### src/rtl/adsc_regs.vh
`ifndef ADSC_REGS_VH
`define ADSC_REGS_VH
// register map
`define ADSC_SEQ_CTRL_OFS    6'h38
`define ADSC_EVT_CFG_OFS     6'h3C
`define ADSC_STATUS_OFS      6'h30
`define ADSC_SEQ_CTRL_RST    32'h00000000
`define ADSC_SEQ_CTRL_MASK   32'h800001FF
// dma_sequence_control fields
`define ADSC_LAUNCH_BIT      31
`define ADSC_OFFSET_BIT      8
`define ADSC_GAIN_BIT        7
`define ADSC_UPD_W           9
// event_configuration field
`define ADSC_EVT_START_BIT   0
// status fields
`define ADSC_ST_PEND_BIT     0
`define ADSC_ST_TRIG_BIT     1
`define ADSC_ST_SEQ_BIT      2
`endif

### src/rtl/adsc_ctrl.v
`timescale 1ns/1ps
`include "adsc_regs.vh"
module adsc_ctrl (
  input  wire        core_clk_i,
  input  wire        resetn_i,
  input  wire        clk_en_i,
  // avalon-mm slave
  input  wire [5:0]  avs_address_i,
  input  wire        avs_read_i,
  input  wire        avs_write_i,
  input  wire [31:0] avs_writedata_i,
  input  wire [3:0]  avs_byteenable_i,
  output reg  [31:0] avs_readdata_o,
  output wire        avs_waitrequest_o,
  // converter side (same clock)
  input  wire        sw_start_i,
  input  wire        seq_done_i,
  input  wire [8:0]  dma_upd_req_i,
  output wire [8:0]  dma_upd_grant_o,
  output reg         conv_start_o,
  output wire        event_start_enable_o,
  // event trigger from outside the clock domain
  input  wire        evt_start_i
);
  reg  [31:0] seq_ctrl_r;
  reg         evt_cfg_r;
  reg         ack_r;
  reg         seq_seen_r;
  reg         trig_seen_r;
  reg         evt_d_r;
  wire        evt_sync;
  wire        evt_rise;
  wire        launch;
  wire        hit_ctrl;
  wire        hit_evt;
  wire        hit_stat;
  wire [31:0] be_mask;
  reg         seq_seen_nxt;
  reg         trig_seen_nxt;
  reg         start_nxt;

  // byte enables expanded to bit mask
  function [31:0] be_expand;
    input [3:0] be;
    begin
      be_expand = {{8{be[3]}}, {8{be[2]}}, {8{be[1]}}, {8{be[0]}}};
    end
  endfunction

  adsc_sync2 #(.W(1)) u_evt_sync (
    .core_clk_i (core_clk_i),
    .resetn_i   (resetn_i),
    .clk_en_i   (clk_en_i),
    .d_i        (evt_start_i),
    .q_o        (evt_sync)
  );

  assign be_mask  = be_expand(avs_byteenable_i);
  assign hit_ctrl = (avs_address_i == `ADSC_SEQ_CTRL_OFS);
  assign hit_evt  = (avs_address_i == `ADSC_EVT_CFG_OFS);
  assign hit_stat = (avs_address_i == `ADSC_STATUS_OFS);
  // one wait cycle per access, released by ack
  assign avs_waitrequest_o = (avs_read_i | avs_write_i) & ~ack_r;
  assign event_start_enable_o = evt_cfg_r;
  assign evt_rise = evt_sync & ~evt_d_r;
  // event start enabled overrides auto launch
  assign launch = seq_ctrl_r[`ADSC_LAUNCH_BIT] & ~evt_cfg_r;

  // dma update gating per register
  assign dma_upd_grant_o[8] = dma_upd_req_i[8] & seq_ctrl_r[`ADSC_OFFSET_BIT];
  assign dma_upd_grant_o[7] = dma_upd_req_i[7] & seq_ctrl_r[`ADSC_GAIN_BIT];
  assign dma_upd_grant_o[6:0] = dma_upd_req_i[6:0] & seq_ctrl_r[6:0];

  // register writes and read answer
  always @(posedge core_clk_i or negedge resetn_i) begin
    if (!resetn_i) begin
      seq_ctrl_r     <= `ADSC_SEQ_CTRL_RST;
      evt_cfg_r      <= 1'b0;
      ack_r          <= 1'b0;
      avs_readdata_o <= 32'h00000000;
    end else if (clk_en_i) begin
      ack_r <= (avs_read_i | avs_write_i) & ~ack_r;
      if (avs_write_i && ack_r && hit_ctrl) begin
        seq_ctrl_r <= ((seq_ctrl_r & ~be_mask) | (avs_writedata_i & be_mask)) & `ADSC_SEQ_CTRL_MASK;
      end
      if (avs_write_i && ack_r && hit_evt && avs_byteenable_i[0]) begin
        evt_cfg_r <= avs_writedata_i[`ADSC_EVT_START_BIT];
      end
      if (avs_read_i && !ack_r) begin
        // unmapped addresses read as zero
        if (hit_ctrl) begin
          avs_readdata_o <= seq_ctrl_r;
        end else if (hit_evt) begin
          avs_readdata_o <= {31'h00000000, evt_cfg_r};
        end else if (hit_stat) begin
          avs_readdata_o <= {29'h00000000, seq_seen_r, trig_seen_r, conv_start_o};
        end else begin
          avs_readdata_o <= 32'h00000000;
        end
      end
    end
  end

  // start decision; pending sequence and trigger are sticky until used
  always @* begin
    seq_seen_nxt  = seq_seen_r | seq_done_i;
    trig_seen_nxt = trig_seen_r | sw_start_i | (evt_cfg_r & evt_rise);
    start_nxt     = 1'b0;
    if (launch && seq_done_i) begin
      start_nxt    = 1'b1;
      seq_seen_nxt = 1'b0;
    end else if (!launch && seq_seen_nxt && trig_seen_nxt) begin
      start_nxt     = 1'b1;
      seq_seen_nxt  = 1'b0;
      trig_seen_nxt = 1'b0;
    end
  end

  always @(posedge core_clk_i or negedge resetn_i) begin
    if (!resetn_i) begin
      seq_seen_r   <= 1'b0;
      trig_seen_r  <= 1'b0;
      conv_start_o <= 1'b0;
      evt_d_r      <= 1'b0;
    end else if (clk_en_i) begin
      seq_seen_r   <= seq_seen_nxt;
      trig_seen_r  <= trig_seen_nxt;
      conv_start_o <= start_nxt;
      evt_d_r      <= evt_sync;
    end
  end
endmodule // adsc_ctrl

### src/rtl/adsc_sync2.v
`timescale 1ns/1ps
// two-stage synchroniser for pin-side levels
module adsc_sync2 #(
  parameter W = 1
) (
  input  wire         core_clk_i,
  input  wire         resetn_i,
  input  wire         clk_en_i,
  input  wire [W-1:0] d_i,
  output wire [W-1:0] q_o
);
  reg [W-1:0] meta_r;
  reg [W-1:0] sync_r;

  // first stage only feeds the second
  always @(posedge core_clk_i or negedge resetn_i) begin
    if (!resetn_i) begin
      meta_r <= {W{1'b0}};
      sync_r <= {W{1'b0}};
    end else if (clk_en_i) begin
      meta_r <= d_i;
      sync_r <= meta_r;
    end
  end
  assign q_o = sync_r;
endmodule // adsc_sync2

### config.mk
export PLATFORM = sky130hd
export DESIGN_NAME = adsc_ctrl
export DESIGN_NICKNAME = d
export VERILOG_FILES = /design/src/rtl/adsc_ctrl.v /design/src/rtl/adsc_sync2.v
export VERILOG_INCLUDE_DIRS = /design/src /design/src/rtl
export SDC_FILE = /design/constraint.sdc
export NUM_CORES = 1
export LEC_CHECK = 0
export BUFFER_PORTS_ARGS = -buffer_cell sky130_fd_sc_hd__buf_2
export CORE_MARGIN = 2
export CORE_UTILIZATION = 41
export CTS_CLUSTER_SIZE = 28
export DETAILED_ROUTE_END_ITERATION = 8
export PLACE_DENSITY = 0.85
export SYNTH_ARGS = -nofsm -noshare
export SYNTH_HDL_FRONTEND = slang
export SYNTH_SLANG_ARGS = --single-unit
### constraint.sdc
create_clock -name core_clk_i -period 2 [get_ports core_clk_i]
set_clock_uncertainty 0.15 [all_clocks]
set_input_delay 0.1 -clock core_clk_i [delete_from_list [all_inputs] [get_ports core_clk_i]]
set_output_delay 0.1 -clock core_clk_i [all_outputs]
set_load 0.01 [all_outputs]
==> out/results.tsv <==
metric	value	unit
status	complete, no violations	
htree_levels	1	
synth_area_leader_cell	dfrtp_1	
gp_congestion	0.753	
clk_latency	320	ps
area_delta_synth_final	32.4	%
ys_seq_area_share	47.3	%
maxCapViolations	0	
start_util	43.4	%
clock_tree.root_cell	clkbuf_4	
cp-start-kind	primary input	
clock-sinks	28	
final-hold-violation-count	0	
yosysMostFrequentCell	dfrtp_1	
coreArea	0.00342	mm²
setup_violations	0	
clock.fmax	513	MHz
synth.area.top_cells	dfrtp_1 47%, mux2_2 11%, buf_4 11%	
async_flop_share	100	%
reg2reg_from	ack_r	
std_cell_rows	21	
drt-initial-drc-count	18	
ys_ff_latch	28	
firstDrtPassIters	4	
startpoint	avs_address_i[3]	
powerDensity	565	mW/mm²
min_period	1950	ps
tightestPinTransition	615	ps
required	2070	ps
synth_cells	139	
clockBufferDepth	2	
grt_pass1_vias	1218	
maxSlewHeadroom	59.0	%
reg2reg_depth	4	
overflow	0	
n_fill_cell	306	
dp_hpwl	2.27	mm
syn_area_per_cell	10.7	µm²
die_h	64.1	µm
min_period_over_period	97.4	%
synth.distinct_cells	31	
grt_pass1_wl	5.51	mm
final_core_util	57.5	%
antenna_found_initial	0	
io_pins	103	
nNetsFinal	276	
yosys.area.top_type_share	47.3	%
drc_errors	0	
multi_input_area	671	µm²
io_buffers	57	
cts_buffers	3	
arrival	2020	ps
fp.dieW	64.1	µm
grt_max_degree	29	
synthesis.area	0.00148	mm²
crit_type	in -> reg	
slew_violations	0	
drive_above_1_share	39.4	%
cts_tree	done	
yosys_warnings	0	
via_per_inst	4.63	
ir_drop	446	µV
wirelength	3.27	mm
worstHoldPathType	in -> reg	
ff_latch_area	701	µm²
ant_nets	0	
end_kind	flip-flop	
synth_edf_count	0	
r2r_slack	70	ps
diodes	0	
finalSetupTns	0	ps
crit_fanout	5	
leakage	1.06	nW
clk_pin_slew	150	ps
track_usage	16.9	%
vias	1213	
synth_ff_type	dfrtp_1	
synth_common_cells	28 x dfrtp_1, 22 x buf_4, 20 x nand2_1, 15 x mux2_2, 10 x o21ai_0	
die_area	0.00411	mm²
rsz0062_at_grt	false	
wl_per_cell	12.5	µm
[placed cells by master, fill, tap and decap left out, types with 2 or more instances in the layout]
cell type | netlist | routed
o31ai_1 | 3 | 3
conb_1 | 1 | 22
inv_1 | 2 | 2
nor2_1 | 2 | 2
a21oi_1 | 3 | 3
nand4_1 | 2 | 2
mux2i_1 | 2 | 2
clkbuf_4 | 0 | 3
o21ai_0 | 10 | 10
buf_4 | 22 | 2
buf_2 | 1 | 57
dlygate4sd3_1 | 0 | 19
dfrtp_1 | 28 | 28
and3b_1 | 2 | 2
mux2_2 | 15 | 15
and2_1 | 9 | 9
nand2_1 | 20 | 20
[power breakdown]
group          switching [mW]  internal, mW  total [mW]
clock network           0.161         0.111       0.273
logic                   0.106         0.111       0.217
registers              0.0223         0.597       0.620
[cells by family (layout without fill, tap and decap cells)]
family | Yosys count | after routing | share of synthesized area [%]
AOI/OAI and AO/OA | 20 | 20 | 8.78
buffers and inverters | 28 | 84 | 13.2
DFF | 28 | 28 | 47.3
muxes | 17 | 17 | 12.7
other | 1 | 22 | 0.253
and+or+nand+nor | 45 | 45 | 17.7
[worst min-delay path by stage]
stage / from / cells past startpoint / endpoint / slack (ps)
4_1_cts: avs_write_i / 4 / ack_r / 7
6_report: avs_write_i / 4 / ack_r / 10
3_3_place_gp: resetn_i / 1 / asynchronous set/reset pin / -6
5_1_grt: clk_en_i / 2 / ack_r / 50
3_5_place_dp: resetn_i / 1 / asynchronous set/reset pin / -4
2_1_floorplan: resetn_i / 0 / asynchronous set/reset pin / -350
[critical path: stages]
cell and delay [ps]:
dlygate4sd3_1 540, buf_2 160, and2b_2 220, nand4_1 110
mux2_2 340, dlygate4sd3_1 560
[per-layer routing]
layer | global-route usage, % | wire (µm) | vias up | part of all wire (%)
met1 | 21.8 | 1370 | 575 | 42
li1 | - | - | 583 | -
met2 | 29.3 | 1660 | 53 | 51
met5 | 0 | 0 | - | 0
met4 | 5.05 | 14 | 0 | 0.43
met3 | 2.46 | 220 | 2 | 6.7
[area by class of cell]
cell class | count | area share, %
inverters | 2 | 0.382
well taps | 46 | 2.93
flip-flops and latches | 28 | 35.7
repair buffers | 78 | 25.0
clock buffers | 4 | 1.85
multi-input cells | 104 | 34.2
[what timing repair did]
action / 4_1_cts / 5_1_grt
endpoints found under the hold margin: 46 / 0
endpoints found under the setup margin: 0 / 2
hold buffers: 19 / 0
gates resized for setup: 0 / 1
setup buffers: 0 / 2
[per-stage QoR]
| step | worst slack, ps | area, µm² | hold slack, ps | power [mW] | instances |
|---|---|---|---|---|---|
| 4_1_cts | 47.9 | 1940 | 6.88 | 1.10 | 260 |
| 3_3_place_gp | 465 | 1720 | -6.27 | 0.798 | 237 |
| 2_1_floorplan | 640 | 1560 | -346 | 0.760 | 160 |
| 6_report | 51.5 | 1960 | 13.3 | 1.11 | 262 |
| 5_1_grt | 17.3 | 1960 | 46.8 | 1.17 | 262 |
| 3_5_place_dp | 456 | 1720 | -4.27 | 0.804 | 237 |
No activity file was read; power rests on OpenSTA's default activity.
